==> config.mk <==
export PLATFORM = sky130hd
export DESIGN_NAME = ppl_top
export DESIGN_NICKNAME = d
export VERILOG_FILES = /design/src/pkg/ppl_pkg.sv /design/src/rtl/ppl_sync.sv /design/src/rtl/ppl_top.sv
export VERILOG_INCLUDE_DIRS = /design/src /design/src/pkg
export SDC_FILE = /design/constraint.sdc
export NUM_CORES = 1
export LEC_CHECK = 0
export BUFFER_PORTS_ARGS = -buffer_cell sky130_fd_sc_hd__buf_2
export CAP_MARGIN = 30
export CORE_MARGIN = 1.5
export CORE_UTILIZATION = 58
export CTS_BUF_LIST = sky130_fd_sc_hd__clkbuf_4 sky130_fd_sc_hd__clkbuf_8 sky130_fd_sc_hd__clkbuf_16
export DETAILED_ROUTE_END_ITERATION = 16
export PLACE_DENSITY = 0.8
export REMOVE_ABC_BUFFERS = 1
export SLEW_MARGIN = 40
export SYNTH_ARGS = -nofsm -noshare
export SYNTH_HDL_FRONTEND = slang
export SYNTH_SLANG_ARGS = --single-unit
==> constraint.sdc <==
create_clock -name pclk -period 4.16 [get_ports pclk]
set_clock_uncertainty 0.1 [all_clocks]
set_input_delay 0.416 -clock pclk [delete_from_list [all_inputs] [get_ports pclk]]
set_output_delay 0.416 -clock pclk [all_outputs]
set_load 0.1 [all_outputs]
==> src/pkg/ppl_map.svh <==
// Purpose: constants for the passive parallel configuration loader
// Assumes: pclk at 100 MHz
// Notes: register offsets are byte addresses on the APB bus
`ifndef PPL_MAP_SVH
`define PPL_MAP_SVH

`define PPL_CLK_MHZ 100
`define PPL_CLK_NS 10
`define PPL_T_STATUS_MIN_US 268
`define PPL_T_INIT_MIN_US 175
`define PPL_T_CD2CU_NS 40
`define PPL_USER_EDGES 8576
`define PPL_POR_CYCLES 2000
`define PPL_TMR_W 20
`define PPL_INIT_FALLS 2'h2

`define PPL_ADDR_W 8
`define PPL_OFF_CTRL 8'h00
`define PPL_OFF_LENGTH 8'h04
`define PPL_OFF_STATUS 8'h08
`define PPL_OFF_WORDCNT 8'h0C
`define PPL_OFF_LASTWORD 8'h10
`define PPL_OFF_KEY 8'h14

`define PPL_CTRL_W 7
`define PPL_CTRL_RST 7'h00
`define PPL_LEN_RST 32'h0000_0100
`define PPL_KEY_RST 32'h0000_0000
`define PPL_MASK8 32'h0000_00FF
`define PPL_MASK16 32'h0000_FFFF

`endif

==> src/pkg/ppl_pkg.sv <==
// Purpose: types shared by the configuration loader
// Assumes: ppl_map.svh supplies the numeric constants
// Notes: ctrl struct layout is the CTRL register layout, lsb last
package ppl_pkg;

	typedef enum logic [1:0] {
		PPL_W8 = 2'h0,
		PPL_W16 = 2'h1,
		PPL_W32 = 2'h2
	} ppl_width_e;

	typedef enum logic [2:0] {
		PPL_POR = 3'h0,
		PPL_HOLD = 3'h1,
		PPL_LOAD = 3'h3,
		PPL_TAIL = 3'h2,
		PPL_INIT = 3'h6,
		PPL_USER = 3'h7
	} ppl_state_e;

	typedef struct packed {
		logic dual_pin_en;
		logic user_clk_sel;
		logic init_done_en;
		logic decrypt_en;
		logic decompress_en;
		logic [1:0] width;
	} ppl_ctrl_s;

	typedef struct packed {
		logic valid;
		logic [31:0] data;
	} ppl_word_s;

endpackage

==> src/rtl/ppl_sync.sv <==
// Purpose: two-flop synchroniser for pins entering the pclk domain
// Assumes: each bit is a level; no bit relation is preserved across bits
// Notes: first stage is read only by the second stage
`timescale 1ns/100ps
`default_nettype none
module ppl_sync #(
	parameter int W = 1
) (
	input wire logic clk,
	input wire logic rst_n,
	input wire logic [W-1:0] d,
	output logic [W-1:0] q
);
	generate
		if (W < 1)
		begin : g_chk
			$error("ppl_sync width must be at least one");
		end
	endgenerate

	genvar i;
	generate
		for (i = 0; i < W; i++)
		begin : g_bit
			logic meta_reg;
			logic sync_reg;
			always_ff @(posedge clk or negedge rst_n)
			begin
				if (!rst_n)
				begin
					meta_reg <= 1'b0;
					sync_reg <= 1'b0;
				end
				else
				begin
					meta_reg <= d[i];
					sync_reg <= meta_reg;
				end
			end
			assign q[i] = sync_reg;
		end
	endgenerate
endmodule // ppl_sync
`default_nettype wire

==> src/rtl/ppl_top.sv <==
// Purpose: device side of a passive parallel configuration load
// Assumes: config_clock and all pins are asynchronous to pclk and slower than pclk/4
// Notes: the word transform is a stand-in for the real decrypt/decompress datapath
//
// The implementer's own choices: the APB register port and the placing of the registers.
`timescale 1ns/100ps
`default_nettype none
`include "ppl_map.svh"
module ppl_top #(
	parameter int POR_CYCLES = `PPL_POR_CYCLES,
	parameter int STATUS_CYCLES = `PPL_T_STATUS_MIN_US * `PPL_CLK_MHZ,
	parameter int INIT_CYCLES = `PPL_T_INIT_MIN_US * `PPL_CLK_MHZ,
	parameter int USER_EDGES = `PPL_USER_EDGES
) (
	input wire logic pclk,
	input wire logic presetn,
	input wire logic psel,
	input wire logic penable,
	input wire logic pwrite,
	input wire logic [`PPL_ADDR_W-1:0] paddr,
	input wire logic [31:0] pwdata,
	output logic [31:0] prdata,
	output logic pready,
	output logic pslverr,
	input wire logic config_clock,
	input wire logic start_req_n,
	input wire logic status_n_i,
	output logic status_n_o,
	output logic status_n_oe,
	input wire logic load_done_i,
	output logic load_done_o,
	output logic load_done_oe,
	output logic init_done_o,
	output logic init_done_oe,
	input wire logic [31:0] data_i,
	input wire logic user_init_clock,
	output logic user_mode,
	output logic [31:0] user_pins,
	output ppl_pkg::ppl_word_s word_out
);
	import ppl_pkg::*;

	localparam int TW = `PPL_TMR_W;
	localparam int CU_CYCLES = (`PPL_T_CD2CU_NS + `PPL_CLK_NS - 1) / `PPL_CLK_NS;

	generate
		if (POR_CYCLES < 1 || STATUS_CYCLES < 1 || INIT_CYCLES < 1 || USER_EDGES < 1 ||
			POR_CYCLES >= 2**TW || STATUS_CYCLES >= 2**TW || INIT_CYCLES >= 2**TW || USER_EDGES >= 2**TW)
		begin : g_chk
			$error("ppl_top counts must lie between 1 and the timer range");
		end
	endgenerate

	logic [36:0] sync_q;
	logic s_cclk, s_start_n, s_status, s_done, s_uclk;
	logic [31:0] s_data;

	ppl_sync #(.W(37)) u_sync (
		.clk(pclk),
		.rst_n(presetn),
		.d({data_i, user_init_clock, load_done_i, status_n_i, start_req_n, config_clock}),
		.q(sync_q)
	);
	assign s_cclk = sync_q[0];
	assign s_start_n = sync_q[1];
	assign s_status = sync_q[2];
	assign s_done = sync_q[3];
	assign s_uclk = sync_q[4];
	assign s_data = sync_q[36:5];

	// registers seen by software
	logic [`PPL_CTRL_W-1:0] ctrl_reg, ctrl_next;
	logic [31:0] len_reg, len_next, key_reg, key_next;
	logic [31:0] prdata_reg, prdata_next;
	logic pready_reg, pready_next, pslverr_reg, pslverr_next;
	ppl_ctrl_s ctrl;
	assign ctrl = ppl_ctrl_s'(ctrl_reg);

	// load sequencer state
	ppl_state_e state_reg, state_next;
	logic [TW-1:0] tmr_reg, tmr_next;
	logic [3:0] cyc_reg, cyc_next;
	logic [1:0] fall_reg, fall_next;
	logic uc_phase_reg, uc_phase_next;
	logic cclk_d_reg, cclk_d_next, uclk_d_reg, uclk_d_next;
	logic [31:0] wcnt_reg, wcnt_next, wbuf_reg, wbuf_next, last_reg, last_next;
	logic [31:0] pins_reg, pins_next;
	ppl_word_s wout_reg, wout_next;
	logic st_oe_reg, st_oe_next, cd_oe_reg, cd_oe_next, id_oe_reg, id_oe_next, um_reg, um_next;

	logic cclk_rise, cclk_fall, uclk_rise;
	logic [3:0] ratio;
	logic [31:0] masked;

	assign cclk_rise = s_cclk & ~cclk_d_reg;
	assign cclk_fall = ~s_cclk & cclk_d_reg;
	assign uclk_rise = s_uclk & ~uclk_d_reg;

	function automatic logic [3:0] ppl_ratio(input ppl_ctrl_s c);
		logic [3:0] r;
		r = 4'h1;
		case (ppl_width_e'(c.width))
			PPL_W8: r = c.decompress_en ? 4'h2 : 4'h1;
			PPL_W16: r = c.decompress_en ? 4'h4 : (c.decrypt_en ? 4'h2 : 4'h1);
			default: r = c.decompress_en ? 4'h8 : (c.decrypt_en ? 4'h4 : 4'h1);
		endcase
		return r;
	endfunction

	always_comb
	begin
		ratio = ppl_ratio(ctrl);
		case (ppl_width_e'(ctrl.width))
			PPL_W8: masked = s_data & `PPL_MASK8;
			PPL_W16: masked = s_data & `PPL_MASK16;
			default: masked = s_data;
		endcase
	end

	// apb slave: zero wait states, pready high in every access phase
	always_comb
	begin
		ctrl_next = ctrl_reg;
		len_next = len_reg;
		key_next = key_reg;
		prdata_next = prdata_reg;
		pready_next = psel & ~penable;
		pslverr_next = 1'b0;
		if (psel && !penable)
		begin
			case (paddr)
				`PPL_OFF_CTRL: prdata_next = {{(32-`PPL_CTRL_W){1'b0}}, ctrl_reg};
				`PPL_OFF_LENGTH: prdata_next = len_reg;
				`PPL_OFF_STATUS: prdata_next = {25'h0, s_done, um_reg, ~id_oe_reg, s_status, state_reg};
				`PPL_OFF_WORDCNT: prdata_next = wcnt_reg;
				`PPL_OFF_LASTWORD: prdata_next = last_reg;
				`PPL_OFF_KEY: prdata_next = 32'h0000_0000;
				default:
				begin
					prdata_next = 32'h0000_0000;
					pslverr_next = 1'b1;
				end
			endcase
		end
		if (psel && penable && pready_reg && pwrite)
		begin
			case (paddr)
				`PPL_OFF_CTRL: ctrl_next = pwdata[`PPL_CTRL_W-1:0];
				`PPL_OFF_LENGTH: len_next = pwdata;
				`PPL_OFF_KEY: key_next = pwdata;
				default: ctrl_next = ctrl_reg;
			endcase
		end
	end

	always_ff @(posedge pclk or negedge presetn)
	begin
		if (!presetn)
		begin
			ctrl_reg <= `PPL_CTRL_RST;
			len_reg <= `PPL_LEN_RST;
			key_reg <= `PPL_KEY_RST;
			prdata_reg <= 32'h0000_0000;
			pready_reg <= 1'b0;
			pslverr_reg <= 1'b0;
		end
		else
		begin
			ctrl_reg <= ctrl_next;
			len_reg <= len_next;
			key_reg <= key_next;
			prdata_reg <= prdata_next;
			pready_reg <= pready_next;
			pslverr_reg <= pslverr_next;
		end
	end

	always_comb
	begin
		state_next = state_reg;
		tmr_next = tmr_reg;
		cyc_next = cyc_reg;
		fall_next = fall_reg;
		uc_phase_next = uc_phase_reg;
		cclk_d_next = s_cclk;
		uclk_d_next = s_uclk;
		wcnt_next = wcnt_reg;
		wbuf_next = wbuf_reg;
		last_next = last_reg;
		pins_next = pins_reg;
		wout_next = '{valid: 1'b0, data: wout_reg.data};
		case (state_reg)
			PPL_POR:
			begin
				if (tmr_reg >= TW'(POR_CYCLES - 1))
				begin
					state_next = PPL_HOLD;
					tmr_next = TW'(STATUS_CYCLES);
				end
				else
					tmr_next = tmr_reg + 1'b1;
			end
			PPL_HOLD:
			begin
				// timer restarts while the request is low, so the minimum counts from its rise
				if (tmr_reg < TW'(STATUS_CYCLES))
					tmr_next = tmr_reg + 1'b1;
				if (s_start_n && tmr_reg >= TW'(STATUS_CYCLES - 1))
				begin
					state_next = PPL_LOAD;
					cyc_next = 4'h0;
					wcnt_next = 32'h0000_0000;
				end
			end
			PPL_LOAD:
			begin
				// an externally held status line stalls the load
				if (cclk_rise && s_status)
				begin
					if (cyc_reg == 4'h0)
						wbuf_next = masked;
					if (cyc_reg == ratio - 4'h1)
					begin
						cyc_next = 4'h0;
						wcnt_next = wcnt_reg + 1'b1;
						last_next = (cyc_reg == 4'h0 ? masked : wbuf_reg) ^ (ctrl.decrypt_en ? key_reg : 32'h0000_0000);
						wout_next = '{valid: 1'b1, data: last_next};
						if (wcnt_reg + 1'b1 == len_reg)
						begin
							state_next = PPL_TAIL;
							fall_next = 2'h0;
						end
					end
					else
						cyc_next = cyc_reg + 1'b1;
				end
			end
			PPL_TAIL:
			begin
				if (cclk_fall)
					fall_next = fall_reg + 1'b1;
				if (cclk_fall && fall_reg == `PPL_INIT_FALLS - 2'h1)
				begin
					state_next = PPL_INIT;
					tmr_next = '0;
					uc_phase_next = 1'b0;
				end
			end
			PPL_INIT:
			begin
				if (ctrl.user_clk_sel)
				begin
					if (!uc_phase_reg)
					begin
						tmr_next = tmr_reg + 1'b1;
						if (tmr_reg >= TW'(CU_CYCLES - 1))
						begin
							uc_phase_next = 1'b1;
							tmr_next = '0;
						end
					end
					else if (uclk_rise)
					begin
						tmr_next = tmr_reg + 1'b1;
						if (tmr_reg >= TW'(USER_EDGES - 1))
							state_next = PPL_USER;
					end
				end
				else
				begin
					tmr_next = tmr_reg + 1'b1;
					if (tmr_reg >= TW'(INIT_CYCLES - 1))
						state_next = PPL_USER;
				end
			end
			PPL_USER:
			begin
				// config clock edges have no effect here
			end
			default:
				state_next = PPL_POR;
		endcase
		// restart has priority over every step above except the power-on wait
		if (!s_start_n && state_reg != PPL_POR)
		begin
			state_next = PPL_HOLD;
			tmr_next = '0;
		end
		st_oe_next = (state_next == PPL_POR) || (state_next == PPL_HOLD);
		cd_oe_next = (state_next == PPL_POR) || (state_next == PPL_HOLD) || (state_next == PPL_LOAD);
		id_oe_next = ctrl.init_done_en && (state_next == PPL_TAIL || state_next == PPL_INIT);
		um_next = (state_next == PPL_USER);
		pins_next = (state_next == PPL_USER && ctrl.dual_pin_en) ? s_data : 32'h0000_0000;
	end

	always_ff @(posedge pclk or negedge presetn)
	begin
		if (!presetn)
		begin
			state_reg <= PPL_POR;
			tmr_reg <= '0;
			cyc_reg <= 4'h0;
			fall_reg <= 2'h0;
			uc_phase_reg <= 1'b0;
			cclk_d_reg <= 1'b0;
			uclk_d_reg <= 1'b0;
			wcnt_reg <= 32'h0000_0000;
			wbuf_reg <= 32'h0000_0000;
			last_reg <= 32'h0000_0000;
			pins_reg <= 32'h0000_0000;
			wout_reg <= '0;
			st_oe_reg <= 1'b1;
			cd_oe_reg <= 1'b1;
			id_oe_reg <= 1'b0;
			um_reg <= 1'b0;
		end
		else
		begin
			state_reg <= state_next;
			tmr_reg <= tmr_next;
			cyc_reg <= cyc_next;
			fall_reg <= fall_next;
			uc_phase_reg <= uc_phase_next;
			cclk_d_reg <= cclk_d_next;
			uclk_d_reg <= uclk_d_next;
			wcnt_reg <= wcnt_next;
			wbuf_reg <= wbuf_next;
			last_reg <= last_next;
			pins_reg <= pins_next;
			wout_reg <= wout_next;
			st_oe_reg <= st_oe_next;
			cd_oe_reg <= cd_oe_next;
			id_oe_reg <= id_oe_next;
			um_reg <= um_next;
		end
	end

	assign prdata = prdata_reg;
	assign pready = pready_reg;
	assign pslverr = pslverr_reg;
	// open-drain pins only ever pull low
	assign status_n_o = 1'b0;
	assign load_done_o = 1'b0;
	assign init_done_o = 1'b0;
	assign status_n_oe = st_oe_reg;
	assign load_done_oe = cd_oe_reg;
	assign init_done_oe = id_oe_reg;
	assign user_mode = um_reg;
	assign user_pins = pins_reg;
	assign word_out = wout_reg;
endmodule // ppl_top
`default_nettype wire

==> results of run 1 <==
stage by stage:
| step | std cells | utilization [%] | setup TNS [ps] |
|---|---|---|---|
| after floorplan | 1339 | - | -494170 |
| after global placement | 1881 | 63.4 | 0 |
| after global routing | 1986 | 70.0 | 0 |
| after CTS | 1984 | 69.9 | 0 |
| final | 1986 | 70.0 | 0 |
| after detailed placement | 1881 | 63.5 | 0 |
placed cells by master (no fill, tap or decap), types with 15 or more instances in the layout:
master,Yosys,final
sky130_fd_sc_hd__dfrtp_1,341,341
sky130_fd_sc_hd__buf_2,12,183
sky130_fd_sc_hd__nand2_1,150,149
sky130_fd_sc_hd__o21ai_0,130,130
sky130_fd_sc_hd__nor2_1,87,87
sky130_fd_sc_hd__a21oi_1,77,77
sky130_fd_sc_hd__mux2_2,71,71
sky130_fd_sc_hd__xnor2_1,60,60
sky130_fd_sc_hd__and2_1,46,45
sky130_fd_sc_hd__clkbuf_16,0,38
sky130_fd_sc_hd__dlygate4sd3_1,0,38
sky130_fd_sc_hd__and3_1,37,36
sky130_fd_sc_hd__a222oi_1,32,32
sky130_fd_sc_hd__nand3_1,29,28
sky130_fd_sc_hd__inv_1,20,20
sky130_fd_sc_hd__buf_4,9,20
sky130_fd_sc_hd__nand4_1,19,19
sky130_fd_sc_hd__mux2i_1,17,17
sky130_fd_sc_hd__xor2_1,16,16
sky130_fd_sc_hd__o31ai_1,15,15
kinds of logic after synthesis:
logic type	count (synthesis)
compound gates	342
buf+inv	121
flops	344
mux	88
xor+xnor	76
simple gates	460
other cells	1
fa+ha+maj	6
what timing repair did:
action,in CTS,in global routing
gates resized for setup,0,0
hold buffers,38,0
endpoints found under the hold margin,140,0
worst max-delay path: cells and delay by family, from the launching register on:
family	cells	cell delay, ps
xor gates and xnor gates	1	200
DFF	1	540
and+or+nand+nor	7	2490
path summary, 6_finish.rpt:
kind                                            from                        end  slack (ps)
min in group asynchronous                    presetn  u_sync.g_bit[14].meta_reg         280
hold reg to reg            u_sync.g_bit[36].meta_reg  u_sync.g_bit[36].sync_reg         250
setup / recovery                         wcnt_reg[4]               state_reg[0]         690
max in group asynchronous                    presetn  u_sync.g_bit[33].meta_reg        2480
setup reg to reg                         wcnt_reg[4]               state_reg[0]         690
hold / removal                            pwdata[29]                len_reg[29]          50
layout make-up:
type | instances | area share, %
diodes | 1 | 0.0137
clock buffers | 51 | 5.85
clock inverters | 14 | 1.21
inverters | 20 | 0.412
multi-input cells | 975 | 34.6
flip-flops and latches | 344 | 47.2
well taps | 335 | 2.30
repair buffers | 246 | 8.44
power by group:
part / leakage (µW) / internal (µW) / switching [µW] / total (µW)
clock network: 0.000630 / 2110 / 1320 / 3430
logic: 0.00356 / 87.1 / 206 / 293
registers: 0.00459 / 3400 / 24.2 / 3420
layer usage:
metal,up-vias,routed length [µm],track usage (%)
met5,-,0,0
met4,0,802,7.87
met3,73,3280,5.91
met2,563,18300,43.9
met1,6049,18200,44.1
li1,5537,-,-
==> flow_summary.json, run 1 <==
{
  "die_w_um": 166,
  "port_buffers": 184,
  "synth-async-reset-ratio_pct": 100,
  "synth_mux_area_share_pct": 6.30,
  "detail_route.first_pass.iterations": 10,
  "detailroute.via_count": 12222,
  "worst_pin_slew_ps": 756,
  "worstPathRequired_ps": 4450,
  "worst-r2r-cell-count": 8,
  "worst_hold_path.num_cells": 2,
  "pre_cts_slack_ps": 657,
  "yosysUniqueCellTypes": 67,
  "pin_count_of_the_biggest_net_entering_global_routing": 110,
  "fraction_of_final_layout_cells_with_drive_strength_greater_than_1_pct": 22.2,
  "placed_cell_area_um2": 16500,
  "syn_area_per_cell_um2": 10.7,
  "cts_post_setup_buffers_inserted": 0,
  "rsz0062_at_grt": "no",
  "worst-endpoint-arrival_ps": 3760,
  "multi_input_area_um2": 6300,
  "slowest_stage": "sky130_fd_sc_hd__or4_4",
  "fmax_mhz": 288,
  "seq_area_um2": 8610,
  "hold_path_class": "input pin to flop",
  "synth_top_family_by_area": "simple AND/OR/NAND/NOR gates",
  "p_per_area_nw_per_um2": 392,
  "detail_route.wirelength_um": 40700,
  "synthCells": 1438,
  "totalPowerFinal_uw": 7150,
  "fp.coreArea_um2": 26100,
  "status": "finished clean",
  "globalRouteTotalUtil_pct": 29.4,
  "critPathMostFrequentCell": "sky130_fd_sc_hd__nand4_1",
  "report.final.setup_viol": 0,
  "leakage_power_summed_over_all_cells_uw": 0.00878,
  "ioPinCount": 188,
  "final_max_slew_viol_count": 0,
  "clock_tree.htree_level_count": 2,
  "final_design_area_no_fill_um2": 18200,
  "detail_route.iter0.violations": 1436,
  "die-height_um": 166,
  "area.growth.synth_to_final_pct": 18.5,
  "gp_routability_congestion": 0.925,
  "grt_first_pass_wirelength_um": 64800,
  "final_hold_fails": 0,
  "clkSinkCount": 344,
  "cp_capture_type": "flop",
  "fin_worst_hold_slack_ps": 54.2,
  "ys.flop_type": "sky130_fd_sc_hd__dfrtp_1",
  "timing.setup.critical_path_class": "flop to flop",
  "design.die.area_um2": 27500,
  "antenna_left": 0,
  "grt_antenna_before_repair": 1,
  "floorplan.initialDensity_pct": 59.1,
  "synth_fa_ha_area_share_pct": 0.488,
  "route.detailed.drc": 0,
  "area_leader_netlist": "sky130_fd_sc_hd__dfrtp_1",
  "std_cell_rows": 59,
  "final.period_utilization_pct": 83.4,
  "timing.slew.headroom_pct": 48.9,
  "cts.clk_slew.worst_paths_ps": 60,
  "vias_per_std_cell": 6.15,
  "globalRoute.totalOverflow": 0,
  "mappedNetlistArea_um2": 15400,
  "tritoncts.num_buffers": 36,
  "synth_sequential_area_ratio_pct": 55.9,
  "drt-wirelength-per-cell_um": 20.5,
  "worst_path_max_fanout": 11,
  "grt_pass1_vias": 11794,
  "start_kind": "flop",
  "cts_tree": "yes",
  "max_cap_viol_count": 0,
  "cp_cell_sequence": "nand4_1 -> or4_4 -> nor3_1 -> xnor2_1 -> nand4_1 -> nor4_2 -> nor2_1 -> or3_1",
  "synth_compound_gate_area_share_pct": 14.2,
  "post-dp-hpwl_um": 27400,
  "yosys.area.top_type_share_pct": 55.4,
  "synth.area.top_cells": "sky130_fd_sc_hd__dfrtp_1, sky130_fd_sc_hd__mux2_2, sky130_fd_sc_hd__o21ai_0",
  "cts.path.max_buffers": 3,
  "timing.final.crit_period_ps": 3470,
  "synth.most_common_cell": "sky130_fd_sc_hd__dfrtp_1",
  "synthesis_warnings": 0,
  "clk_latency_ps": 520,
  "final_critical_path_setup_slack_ps": 689,
  "synth-edff-count": 0,
  "ys_ff_latch": 344,
  "final_nets": 1711,
  "vdd_drop_max_mv": 0.362,
  "crit_path_max_incr_delay_ps": 720,
  "ys_top_cells_by_count": "sky130_fd_sc_hd__dfrtp_1, sky130_fd_sc_hd__nand2_1, sky130_fd_sc_hd__o21ai_0, sky130_fd_sc_hd__nor2_1, sky130_fd_sc_hd__a21oi_1",
  "cts-root-buf": "sky130_fd_sc_hd__clkbuf_16",
  "synthSimpleGateAreaFrac_pct": 15.5,
  "filler_cell_count": 1892,
  "synth_xor_area_share_pct": 4.32
}
Note: power is estimated with default switching activity, not from simulation.
==> run 2: changes to the inputs <==
==> constraint.sdc (replaced) <==
create_clock -name pclk -period 3.25 [get_ports pclk]
set_clock_uncertainty 0.1 [all_clocks]
set_input_delay 0.325 -clock pclk [delete_from_list [all_inputs] [get_ports pclk]]
set_output_delay 0.325 -clock pclk [all_outputs]
set_load 0.1 [all_outputs]
==> flow_summary.json, run 2 (synthesis gave the netlist of run 1 again) <==
{
  "status": "finished clean",
  "cts.path.max_buffers": 3,
  "startpoint": "wcnt_reg[0]",
  "timing.slew.headroom_pct": 50.8,
  "globalRoute.totalOverflow": 0,
  "post-dp-hpwl_um": 29100,
  "clock_tree.htree_level_count": 2,
  "std_cell_rows": 59,
  "floorplan.initialDensity_pct": 59.1,
  "cts-root-buf": "sky130_fd_sc_hd__clkbuf_16",
  "final_design_area_no_fill_um2": 19000,
  "placed_cell_area_um2": 17000,
  "drt-wirelength-per-cell_um": 21.3,
  "final_hold_fails": 0,
  "final_cell_mix": "sky130_fd_sc_hd__dfrtp_1, sky130_fd_sc_hd__buf_2, sky130_fd_sc_hd__nand2_1",
  "design.die.area_um2": 27500,
  "cp_cell_sequence": "ha_2 -> and3_2 -> nand2_2 -> nor4_4 -> xnor2_1 -> or4_1 -> nor4_4 -> nor2_1 -> or3_1",
  "pre_cts_slack_ps": 74.0,
  "crit_path_max_incr_delay_ps": 530,
  "grt_first_pass_wirelength_um": 70400,
  "final.period_utilization_pct": 95.6,
  "timing.final.crit_period_ps": 3110,
  "leakage_power_summed_over_all_cells_uw": 0.00920,
  "cts_tree": "yes",
  "grt_pass1_vias": 12802,
  "die-height_um": 166,
  "rsz0062_at_grt": "no",
  "detail_route.first_pass.iterations": 6,
  "clkSinkCount": 344,
  "port_buffers": 184,
  "final_max_slew_viol_count": 0,
  "fin_worst_hold_slack_ps": 27.8,
  "clk_latency_ps": 530,
  "vdd_drop_max_mv": 0.453,
  "cp_capture_type": "flop",
  "hold_path_class": "input pin to flop",
  "die_w_um": 166,
  "crit-reg2reg-launch": "wcnt_reg[0]",
  "detailroute.via_count": 12722,
  "slowest_stage": "sky130_fd_sc_hd__or4_1",
  "totalPowerFinal_uw": 8910,
  "pin_count_of_the_biggest_net_entering_global_routing": 97,
  "start_kind": "flop",
  "antenna_left": 0,
  "hold_path_startpoint": "pwdata[0]",
  "fraction_of_final_layout_cells_with_drive_strength_greater_than_1_pct": 24.3,
  "detail_route.iter0.violations": 1384,
  "tritoncts.num_buffers": 36,
  "num_antenna_cells": 0,
  "mostFrequentLayoutCell": "sky130_fd_sc_hd__dfrtp_1",
  "area.growth.synth_to_final_pct": 23.3,
  "final_nets": 1803,
  "worstPathRequired_ps": 3540,
  "ioPinCount": 188,
  "worst-endpoint-arrival_ps": 3400,
  "worst_path_max_fanout": 9,
  "grt_antenna_before_repair": 1,
  "max_cap_viol_count": 0,
  "detail_route.wirelength_um": 44000,
  "globalRouteTotalUtil_pct": 32.3,
  "final_critical_path_setup_slack_ps": 143,
  "report.final.setup_viol": 0,
  "p_per_area_nw_per_um2": 470,
  "critPathMostFrequentCell": "sky130_fd_sc_hd__nor4_4",
  "cts.clk_slew.worst_paths_ps": 60,
  "gp_routability_congestion": 0.934,
  "filler_cell_count": 1844,
  "fmax_mhz": 322,
  "fp.coreArea_um2": 26100,
  "worst_pin_slew_ps": 738,
  "timing.setup.critical_path_class": "flop to flop",
  "route.detailed.drc": 0,
  "vias_per_std_cell": 6.15
}
==> run 2: cell count changes in the layout (fill, tap and decap cells not counted), moves of 2 or more <==
cell / delta
sky130_fd_sc_hd__inv_6: +2
sky130_fd_sc_hd__dlygate4sd3_1: +32
sky130_fd_sc_hd__clkinvlp_4: -2
sky130_fd_sc_hd__buf_4: +55
sky130_fd_sc_hd__bufinv_16: -2
sky130_fd_sc_hd__buf_12: +6
==> run 2: worst paths after layout <==
path | to | slack [ps] | cells past startpoint
worst max-delay path | state_reg[0] | 140 | 9
worst min-delay path | len_reg[0] | 30 | 2
worst max register to register | state_reg[0] | 140 | 9
worst min register to register | u_sync.g_bit[33].sync_reg | 230 | 0
max in group asynchronous | key_reg[18] | 1920 | 4
min in group asynchronous | u_sync.g_bit[28].meta_reg | 130 | 2
==> run 2: area by class of cell <==
type | instances | area, µm² | share of cell area (%)
clock inverters | 9 | 133 | 0.699
clock buffers | 49 | 1030 | 5.45
multi-input cells | 975 | 6320 | 33.3
well taps | 335 | 419 | 2.21
flip-flops and latches | 344 | 8610 | 45.4
inverters | 20 | 75.1 | 0.396
repair buffers | 338 | 2380 | 12.6
==> run 2: repair_timing <==
action	CTS	global route
endpoints found under the hold margin	192	0
endpoints found under the setup margin	0	35
hold buffers	70	0
buffers inserted	0	1
gates resized for setup	0	8
==> run 2: worst max-delay path, delay by kind of cell, from the launching register on <==
family        cells  cell delay (ps)
xor+xnor          1              120
fa+ha+maj         1              250
simple gates      7             2170
flops             1              360
==> run 2: layer usage <==
metal | wire [µm] | vias up | GRT usage (%)
li1 | - | 5694 | -
met1 | 18800 | 6366 | 45.9
met2 | 20900 | 590 | 51.1
met3 | 3510 | 72 | 6.39
met4 | 808 | 0 | 8.70
met5 | 0 | - | 0
==> run 2: power by group <==
part / switching [µW] / internal (µW) / leakage (µW)
logic: 272 / 143 / 0.00403
registers: 33.6 / 4350 / 0.00459
clock network: 1650 / 2460 / 0.000579
==> run 2: through the flow <==
stage          setup TNS, ps  std cells  util [%]
2_1_floorplan        -616110       1339         -
3_3_place_gp               0       1940      65.4
3_5_place_dp               0       1940      65.4
4_1_cts                    0       2068      72.6
5_1_grt                    0       2070      72.8
6_report                   0       2070      72.8
